--- config.mk ---
export PLATFORM = sky130hd
export DESIGN_NAME = dadc_port
export DESIGN_NICKNAME = d
export VERILOG_FILES = /design/src/dadc_channel.v /design/src/dadc_port.v
export VERILOG_INCLUDE_DIRS = /design/src
export SDC_FILE = /design/constraint.sdc
export NUM_CORES = 1
export LEC_CHECK = 0
export ABC_AREA = 1
export BUFFER_PORTS_ARGS = -buffer_cell sky130_fd_sc_hd__buf_2
export CAP_MARGIN = 30
export CORE_ASPECT_RATIO = 1.2
export CORE_MARGIN = 4
export CORE_UTILIZATION = 55
export CTS_BUF_LIST = sky130_fd_sc_hd__clkbuf_4
export CTS_CLUSTER_SIZE = 40
export DETAILED_ROUTE_END_ITERATION = 10
export PLACE_DENSITY = 0.8
export SYNTH_ARGS = -nofsm -noshare
export SYNTH_HDL_FRONTEND = slang
export SYNTH_HIERARCHICAL = 1
export SYNTH_SLANG_ARGS = --single-unit
--- constraint.sdc ---
create_clock -name CLK_I -period 2.1 [get_ports CLK_I]
set_input_delay 0 -clock CLK_I [delete_from_list [all_inputs] [get_ports CLK_I]]
set_output_delay 0 -clock CLK_I [all_outputs]
set_load 0.005 [all_outputs]
--- src/dadc_regs.vh ---
/*
 * Constants for the dual converter output port: pipeline depth,
 * code width and the encodings of the four-level mode input.
 * Assumes inclusion by bare name from the design files.
 */
`ifndef DADC_REGS_VH
`define DADC_REGS_VH

// Code and latency
`define DADC_CODE_W 10
`define DADC_LATENCY 5

// Mode input levels as a two-bit code
`define DADC_MODE_GND 2'h0
`define DADC_MODE_THIRD 2'h1
`define DADC_MODE_TWO_THIRDS 2'h2
`define DADC_MODE_FULL 2'h3

`endif

--- src/dadc_channel.v ---
/*
 * One converter channel: samples on its own clock edge, delays the
 * code and range flag through a fixed pipeline, formats the word.
 * Assumes the channel clock is a level sampled on CLK_I domain.
 */
`include "dadc_regs.vh"
`default_nettype none

module dadc_channel #(
  parameter CODE_W = `DADC_CODE_W,
  parameter LATENCY = `DADC_LATENCY
) (
  input wire clk_i,
  input wire rst_i,
  input wire sample_edge_i,
  input wire powered_i,
  input wire twos_i,
  input wire [CODE_W-1:0] code_i,
  input wire over_i,
  output reg [CODE_W-1:0] word_o,
  output reg flag_o
);

  // ********************************************
  // Pipeline, advanced once per sample edge while the channel is powered
  // ********************************************
  reg [CODE_W-1:0] code_pipe [0:LATENCY-1];
  reg [LATENCY-1:0] flag_pipe;
  integer k;

  always @(posedge clk_i) begin
    if (rst_i) begin
      for (k = 0; k < LATENCY; k = k + 1) begin
        code_pipe[k] <= {CODE_W{1'b0}};
      end
      flag_pipe <= {LATENCY{1'b0}};
      word_o <= {CODE_W{1'b0}};
      flag_o <= 1'b0;
    end else if (sample_edge_i && powered_i) begin
      code_pipe[0] <= code_i;
      flag_pipe[0] <= over_i;
      for (k = 1; k < LATENCY; k = k + 1) begin
        code_pipe[k] <= code_pipe[k-1];
        flag_pipe[k] <= flag_pipe[k-1];
      end
      // Word leaves on the fifth edge after its own sample
      word_o <= twos_i ? {~code_pipe[LATENCY-1][CODE_W-1],
                          code_pipe[LATENCY-1][CODE_W-2:0]}
                       : code_pipe[LATENCY-1];
      flag_o <= flag_pipe[LATENCY-1];
    end
  end

endmodule // dadc_channel
`default_nettype wire

--- src/dadc_port.v ---
/*
 * Digital output port of a dual 10-bit sampling converter: sample
 * pipelines, output format, bus swap and per-channel power states.
 * Assumes converted codes arrive on CLK_I; pin levels are async.
 */
//
// Overview of operation
// - Each channel samples on rising edge of its own sample clock.
// - Swap high: A on bus A, B on bus B; low: buses exchanged.
// - Power-down low converts; enable low drives outputs, high floats them.
// - Power-down high: nap or sleep by enable; outputs float.
// - Shared mode input picks format and stabilizer for both channels.
// - Overflow flag high for any out-of-range sample.
// - Ten-bit word, highest line is most significant bit.
// - Result appears five sample clocks after its sample.
`include "dadc_regs.vh"
`default_nettype none

module dadc_port #(
  parameter CODE_W = `DADC_CODE_W,
  parameter LATENCY = `DADC_LATENCY
) (
  input wire CLK_I,
  input wire SYS_RST_I,
  input wire SAMPLE_CLOCK_FIRST_I,
  input wire SAMPLE_CLOCK_SECOND_I,
  input wire BUS_SWAP_SELECT_I,
  input wire POWER_DOWN_FIRST_I,
  input wire POWER_DOWN_SECOND_I,
  input wire OUTPUT_ENABLE_N_FIRST_I,
  input wire OUTPUT_ENABLE_N_SECOND_I,
  input wire [1:0] MODE_LEVEL_I,
  input wire [CODE_W-1:0] CODE_FIRST_I,
  input wire OVER_FIRST_I,
  input wire [CODE_W-1:0] CODE_SECOND_I,
  input wire OVER_SECOND_I,
  output reg [CODE_W-1:0] SAMPLE_BUS_FIRST_O,
  output reg RANGE_FLAG_FIRST_O,
  output reg BUS_FIRST_OE_N_O,
  output reg [CODE_W-1:0] SAMPLE_BUS_SECOND_O,
  output reg RANGE_FLAG_SECOND_O,
  output reg BUS_SECOND_OE_N_O,
  output reg STABILIZER_ON_O,
  output reg NAP_FIRST_O,
  output reg SLEEP_FIRST_O,
  output reg NAP_SECOND_O,
  output reg SLEEP_SECOND_O
);

  // ********************************************
  // Pin synchronisers, two flops each
  // ********************************************
  reg [8:0] meta;
  reg [8:0] sync;
  reg [1:0] clk_prev;

  always @(posedge CLK_I) begin
    if (SYS_RST_I) begin
      meta <= 9'h000;
      sync <= 9'h000;
      clk_prev <= 2'h0;
    end else begin
      meta <= {MODE_LEVEL_I, OUTPUT_ENABLE_N_SECOND_I, OUTPUT_ENABLE_N_FIRST_I,
               POWER_DOWN_SECOND_I, POWER_DOWN_FIRST_I, BUS_SWAP_SELECT_I,
               SAMPLE_CLOCK_SECOND_I, SAMPLE_CLOCK_FIRST_I};
      sync <= meta;
      clk_prev <= sync[1:0];
    end
  end

  // Edges come from the second flop and its delayed copy in clk_prev, never from the first
  wire edge_first = sync[0] & ~clk_prev[0];
  wire edge_second = sync[1] & ~clk_prev[1];
  wire swap_n = sync[2];
  wire pd_first = sync[3];
  wire pd_second = sync[4];
  wire oen_first = sync[5];
  wire oen_second = sync[6];
  wire [1:0] mode = sync[8:7];

  // ********************************************
  // Mode decode, shared by both channels
  // ********************************************
  reg twos;
  reg next_stab;

  // A new level reaches each channel at its next sample edge
  always @* begin
    case (mode)
      `DADC_MODE_GND: begin
        twos = 1'b0;
        next_stab = 1'b0;
      end
      `DADC_MODE_THIRD: begin
        twos = 1'b0;
        next_stab = 1'b1;
      end
      `DADC_MODE_TWO_THIRDS: begin
        twos = 1'b1;
        next_stab = 1'b1;
      end
      default: begin
        twos = 1'b1;
        next_stab = 1'b0;
      end
    endcase
  end

  // ********************************************
  // Channels
  // ********************************************
  wire [CODE_W-1:0] word_first;
  wire [CODE_W-1:0] word_second;
  wire flag_first;
  wire flag_second;

  // Shared format decode, separate pipelines per channel
  dadc_channel #(.CODE_W(CODE_W), .LATENCY(LATENCY)) u_first (
    .clk_i(CLK_I),
    .rst_i(SYS_RST_I),
    .sample_edge_i(edge_first),
    .powered_i(~pd_first),
    .twos_i(twos),
    .code_i(CODE_FIRST_I),
    .over_i(OVER_FIRST_I),
    .word_o(word_first),
    .flag_o(flag_first)
  );

  dadc_channel #(.CODE_W(CODE_W), .LATENCY(LATENCY)) u_second (
    .clk_i(CLK_I),
    .rst_i(SYS_RST_I),
    .sample_edge_i(edge_second),
    .powered_i(~pd_second),
    .twos_i(twos),
    .code_i(CODE_SECOND_I),
    .over_i(OVER_SECOND_I),
    .word_o(word_second),
    .flag_o(flag_second)
  );

  // ********************************************
  // Output routing and drive enables
  // ********************************************
  // Drive follows the channel, so enables swap along with the data
  wire drive_first = ~pd_first & ~oen_first;
  wire drive_second = ~pd_second & ~oen_second;

  reg [CODE_W-1:0] next_bus_first;
  reg [CODE_W-1:0] next_bus_second;
  reg next_flag_first;
  reg next_flag_second;
  reg next_oe_n_first;
  reg next_oe_n_second;

  always @* begin
    if (swap_n) begin
      next_bus_first = word_first;
      next_flag_first = flag_first;
      next_oe_n_first = ~drive_first;
      next_bus_second = word_second;
      next_flag_second = flag_second;
      next_oe_n_second = ~drive_second;
    end else begin
      next_bus_first = word_second;
      next_flag_first = flag_second;
      next_oe_n_first = ~drive_second;
      next_bus_second = word_first;
      next_flag_second = flag_first;
      next_oe_n_second = ~drive_first;
    end
  end

  // Floated in reset; zeroed synchronisers then enable drive until the pins are known
  always @(posedge CLK_I) begin
    if (SYS_RST_I) begin
      SAMPLE_BUS_FIRST_O <= {CODE_W{1'b0}};
      SAMPLE_BUS_SECOND_O <= {CODE_W{1'b0}};
      RANGE_FLAG_FIRST_O <= 1'b0;
      RANGE_FLAG_SECOND_O <= 1'b0;
      BUS_FIRST_OE_N_O <= 1'b1;
      BUS_SECOND_OE_N_O <= 1'b1;
    end else begin
      SAMPLE_BUS_FIRST_O <= next_bus_first;
      SAMPLE_BUS_SECOND_O <= next_bus_second;
      RANGE_FLAG_FIRST_O <= next_flag_first;
      RANGE_FLAG_SECOND_O <= next_flag_second;
      BUS_FIRST_OE_N_O <= next_oe_n_first;
      BUS_SECOND_OE_N_O <= next_oe_n_second;
    end
  end

  // ********************************************
  // Power states and stabilizer
  // ********************************************
  // Status levels lag the pins by the same three cycles as the enables
  reg next_nap_first;
  reg next_sleep_first;
  reg next_nap_second;
  reg next_sleep_second;

  always @* begin
    next_nap_first = pd_first & ~oen_first;
    next_sleep_first = pd_first & oen_first;
    next_nap_second = pd_second & ~oen_second;
    next_sleep_second = pd_second & oen_second;
  end

  always @(posedge CLK_I) begin
    if (SYS_RST_I) begin
      STABILIZER_ON_O <= 1'b0;
      NAP_FIRST_O <= 1'b0;
      SLEEP_FIRST_O <= 1'b0;
      NAP_SECOND_O <= 1'b0;
      SLEEP_SECOND_O <= 1'b0;
    end else begin
      STABILIZER_ON_O <= next_stab;
      NAP_FIRST_O <= next_nap_first;
      SLEEP_FIRST_O <= next_sleep_first;
      NAP_SECOND_O <= next_nap_second;
      SLEEP_SECOND_O <= next_sleep_second;
    end
  end

endmodule // dadc_port
`default_nettype wire

After elaboration in Yosys (flattened, before gate mapping)
Memory sizes are Yosys's and may differ from the RTL's.
Cells that the tools add are included.
{ "totals": {"output_inout_bits": 29, "ff_bits": 81, "in_bits": 33, "n_memories": 2, "word_cells": 84, "ram_bits": 100} }
{ "classes": {"bitwise_logic": 28, "n_mux": 27, "eq_ne": 2, "reduce_logical": 5} }
{ "memory_table": {"columns": ["memory", "words", "word_bits", "rd", "rd_ports_with_merged_regs", "write_ports", "line", "rtl"], "rows": [
  ["u_first.code_pipe", 5, 10, 5, 0, 5, "dadc_channel.v:27", "reg [CODE_W-1:0] code_pipe [0:LATENCY-1];"],
  ["u_second.code_pipe", 5, 10, 5, 0, 5, "dadc_channel.v:27", null]
]} }
{ "op_table": {"columns": ["cell", "count"], "rows": [
  ["2-to-1 mux 10 bit", 14],
  ["2-to-1 mux 1 bit", 13],
  ["NOT 1 bit", 10],
  ["OR 1 bit", 10],
  ["AND 1 bit", 8],
  ["OR reduction 2 bit", 2],
  ["== test 2 x 1 -> 1 bit (second input constant)", 1],
  ["== test 2 bit (second input constant)", 1],
  ["logical AND 1 bit", 2],
  ["logical NOT 2 bit", 1]
]} }

Longest topological paths before layout
{ "logic_depth": {"word_depth": 7, "mapped_depth": 8, "mapped_depth_nobuf": 8} }

Cells and area by module
The synthesis kept the hierarchy.
{ "by_module_without_submodules": {"columns": ["mod", "cells_per_inst", "area_per_inst_um2", "n_inst"], "rows": [
  ["dadc_channel", 232, 2555.0, 2],
  ["dadc_port", 189, 1611.5, 1]
]} }

Worst setup path before layout
OpenSTA, ideal clock, no wires.
{ "synth_path": {"path_kind": "register to register", "start": "reg sync[0]", "end": "mem u_first/code_pipe[0][0] (netlist bit) (enable)", "path_buffers": 1, "required_ns": 1.691, "synth_period_minus_slack_ns": 2.285, "stages_incl_launch_ff": 6, "arrival_ns": 1.877, "path_slack_ns": -0.185, "path_cell_list": "dfxtp_1 -> inv_1 -> nor2_1 -> nand2_4 -> buf_2 -> nand2_1"} }
{ "synth_lines": {"columns": ["element", "line", "rtl"], "rows": [
  ["from (decl)", "dadc_port.v:54", "reg [8:0] sync;"],
  ["from (signal assigned)", "dadc_port.v:66", "sync <= meta;"],
  ["to (decl)", "dadc_channel.v:27", null]
]} }

==> results.py <==
metrics = {
    "status": {
        "outcome": "complete, no violations",
    },
    "global_route": {
        "grt_max_degree": 51,
        "grt.overflow.total": 0,
        "grt_pass1_vias": 3957,
        "grt_pass1_wl_um": 17000,
        "antenna_found_initial": 1,
        "track_usage": 0.156,
    },
    "worst_setup_path": {
        "critPathSlowestCell": "dfxtp_1",
        "crit_fanout": 50,
        "cp_top_family": "simple AND/OR/NAND/NOR gates",
        "path_depth": 6,
        "end_kind": "flip-flop",
        "arrival_ns": 1.96,
        "rr_worst_depth": 6,
        "crit_required_ns": 2.47,
        "crit_top_cell": "nor2_1",
        "path_class": "reg2reg",
        "worst-path-buf-inv": 2,
        "startpoint_type": "flip-flop",
        "slowest_delay_ns": 0.33,
        "crit_path_cell_trace": "inv_1 > nor2_1 > nand2_4 > nor2_8 > inv_4 > nor2_1",
    },
    "synth": {
        "async_flop_share": 0,
        "synth_fp_nets": 688,
        "yosysUniqueCellTypes": 18,
        "synth_seq_cells": 181,
        "yosysMostFrequentCell": "nor2_1",
        "syn_area_mm2": 0.00672,
        "synth_ff_type": "edfxtp_1",
        "yosys_warnings": 6,
        "syn-instance-count": 653,
        "synth_enable_flop_cells": 100,
        "synth.area.top_cells": "edfxtp_1 45%, dfxtp_1 24%, nor2_1 8.4%",
        "synth_seq_area_share": 0.688,
        "avgSynthCellArea_um2": 10.3,
        "synth_common_cells": "151 x nor2_1, 129 x inv_1, 100 x edfxtp_1",
        "synth_top_cell_by_area": "edfxtp_1",
        "synth_top_area_share": 0.447,
    },
    "layout": {
        "nets": 778,
        "fin_util": 0.653,
        "synthToLayoutAreaGrowth_pct": 14.6,
        "fill_cells": 865,
        "fin_cells": 914,
        "drive_gt1_frac": 0.164,
    },
    "clock_tree": {
        "cts_tree": "done",
        "cts_num_sinks": 181,
        "clockBufferDepth": 2,
        "cts_inserted_buffers": 17,
        "cts_setup_buffers": 0,
        "clock_latency_ns": 0.53,
        "h-tree-depth": 4,
        "clkTransAtPathRegs_ns": 0.13,
        "cts-root-buf": "clkbuf_4",
        "cts_resized": 0,
        "cts_hold_buf": 32,
    },
    "routing": {
        "drc": 0,
        "routed_wl_um": 10200,
        "drt_iter0_markers": 271,
        "first_pass_iters": 6,
        "final_antenna_net_count": 0,
        "wl_per_cell_um": 11.1,
        "avgViaCountPerCell": 4.61,
        "vias": 4210,
    },
    "power_and_ir_drop": {
        "pwr-share-seq": 0.623,
        "switching_share": 0.210,
        "ir_drop_mv": 0.406,
        "power.leakage_nw": 3.55,
        "power_frac_comb": 0.053,
        "switchingPower_mw": 1.33,
        "p_int_mw": 4.99,
        "p_per_area_mw_per_mm2": 820,
        "finalPower_mw": 6.32,
        "p_clk_frac": 0.324,
    },
    "sta": {
        "final_max_slew_viol_count": 0,
        "tightest_slew_ns": 0.662,
        "setup-violations-final": 0,
        "fin_crit_ns": 1.59,
        "fmax_mhz": 630,
        "setup_tns_ns": 0,
        "hold_viol": 0,
        "hold_ws_ns": 0.197,
        "relSlewSlack": 0.558,
        "rsz0062_at_grt": "false",
        "fin_crit_sh": 0.756,
        "finalClockSkew_ns": 0.0162,
    },
    "die": {
        "core-area_mm2": 0.0118,
        "die_x_um": 109,
        "dieArea_mm2": 0.0141,
        "rows": 43,
        "die_y_um": 129,
        "initial_core_util": 0.570,
        "ios": 62,
    },
    "place": {
        "hpwlAfterDp_um": 6380,
        "io_buffer_count": 61,
        "dpl.cell_count": 849,
        "gp_congestion": 0.874,
    },
    "run": {
        "drv_cap": 0,
    },
    "hold_path": {
        "hold_path.class": "in2reg",
        "hold_path_depth": 4,
    },
}
[routing by layer]
layer,GRT usage,up-vias,wire length (um)
li1,-,2171,-
met3,0.0473,22,463
met4,0.0810,0,289
met2,0.278,101,5470
met5,0,-,0
met1,0.165,1916,3950
[power groups by stage]
| stage | Sequential, mW | Combinational, mW | Clock, mW |
|---|---|---|---|
| floorplan | 4.00 | 0.206 | 0 |
| global placement | 4.01 | 0.275 | 0 |
| detailed placement | 4.02 | 0.288 | 0 |
| CTS | 3.94 | 0.336 | 2.11 |
| global route | 3.95 | 0.384 | 2.26 |
| finish | 3.93 | 0.335 | 2.05 |
[cells by family (layout without fill, tap and decap cells)]
| kind of cell | count (synthesis) | count (layout) | share of synthesized area |
|---|---|---|---|
| flops | 181 | 181 | 0.688 |
| fa+ha+maj | 2 | 2 | 0.00372 |
| buf+inv | 160 | 263 | 0.109 |
| simple gates | 284 | 284 | 0.179 |
| compound gates | 26 | 26 | 0.0194 |
| other cells | 0 | 1 | 0 |
[worst paths after layout]
path | endpoint | startpoint | slack, ns
setup / recovery | u_second/code_pipe[0][46] | sync[1] | 0.51
setup reg to reg | u_second/code_pipe[0][46] | sync[1] | 0.51
hold / removal | meta[8] | MODE_LEVEL_I[1] | 0.20
hold reg to reg | sync[3] | meta[3] | 0.39
[placed cells by master (no fill, tap or decap), drive strengths merged]
master       count
bufinv           4
o21ai           26
nor2           172
dlygate4sd3     32
ha               2
clkinv           4
inv            137
nand2           76
nor3             2
clkbuf          19
diode            1
edfxtp         100
buf             64
nand3           34
clkinvlp         3
dfxtp           81
[worst min-delay path: cells and delay by family]
kind	cells	cell delay, ns
buf+inv	3	0.63
simple gates	1	0.06
[area by class of cell]
class	instances	area, um^2	area share
Clock inverter	13	180	0.0234
Clock buffer	19	143	0.0185
Timing Repair Buffer	96	673	0.0874
Multi-Input combinational cell	312	1370	0.177
Sequential cell	181	4620	0.601
Tap cell	157	196	0.0255
Inverter	135	514	0.0668
Antenna cell	1	2.50	0.000325
[flip-flops by register name, summed over array words and instances (netlist names), 9 cells and up]
signal               flops
SAMPLE_BUS_FIRST_O      10
u_first/code_pipe       50
sync                     9
u_second/word_o         10
meta                     9
u_second/code_pipe      50
u_first/word_o          10
SAMPLE_BUS_SECOND_O     10
[through the flow]
step / instance area, um^2 / worst slack [ns]
after floorplan: 6730 / 0.298
final: 7700 / 0.513
after global placement: 7050 / 0.630
after detailed placement: 7050 / 0.564
after CTS: 7700 / 0.524
after global routing: 7700 / 0.351
(Power assumes the default switching activity.)
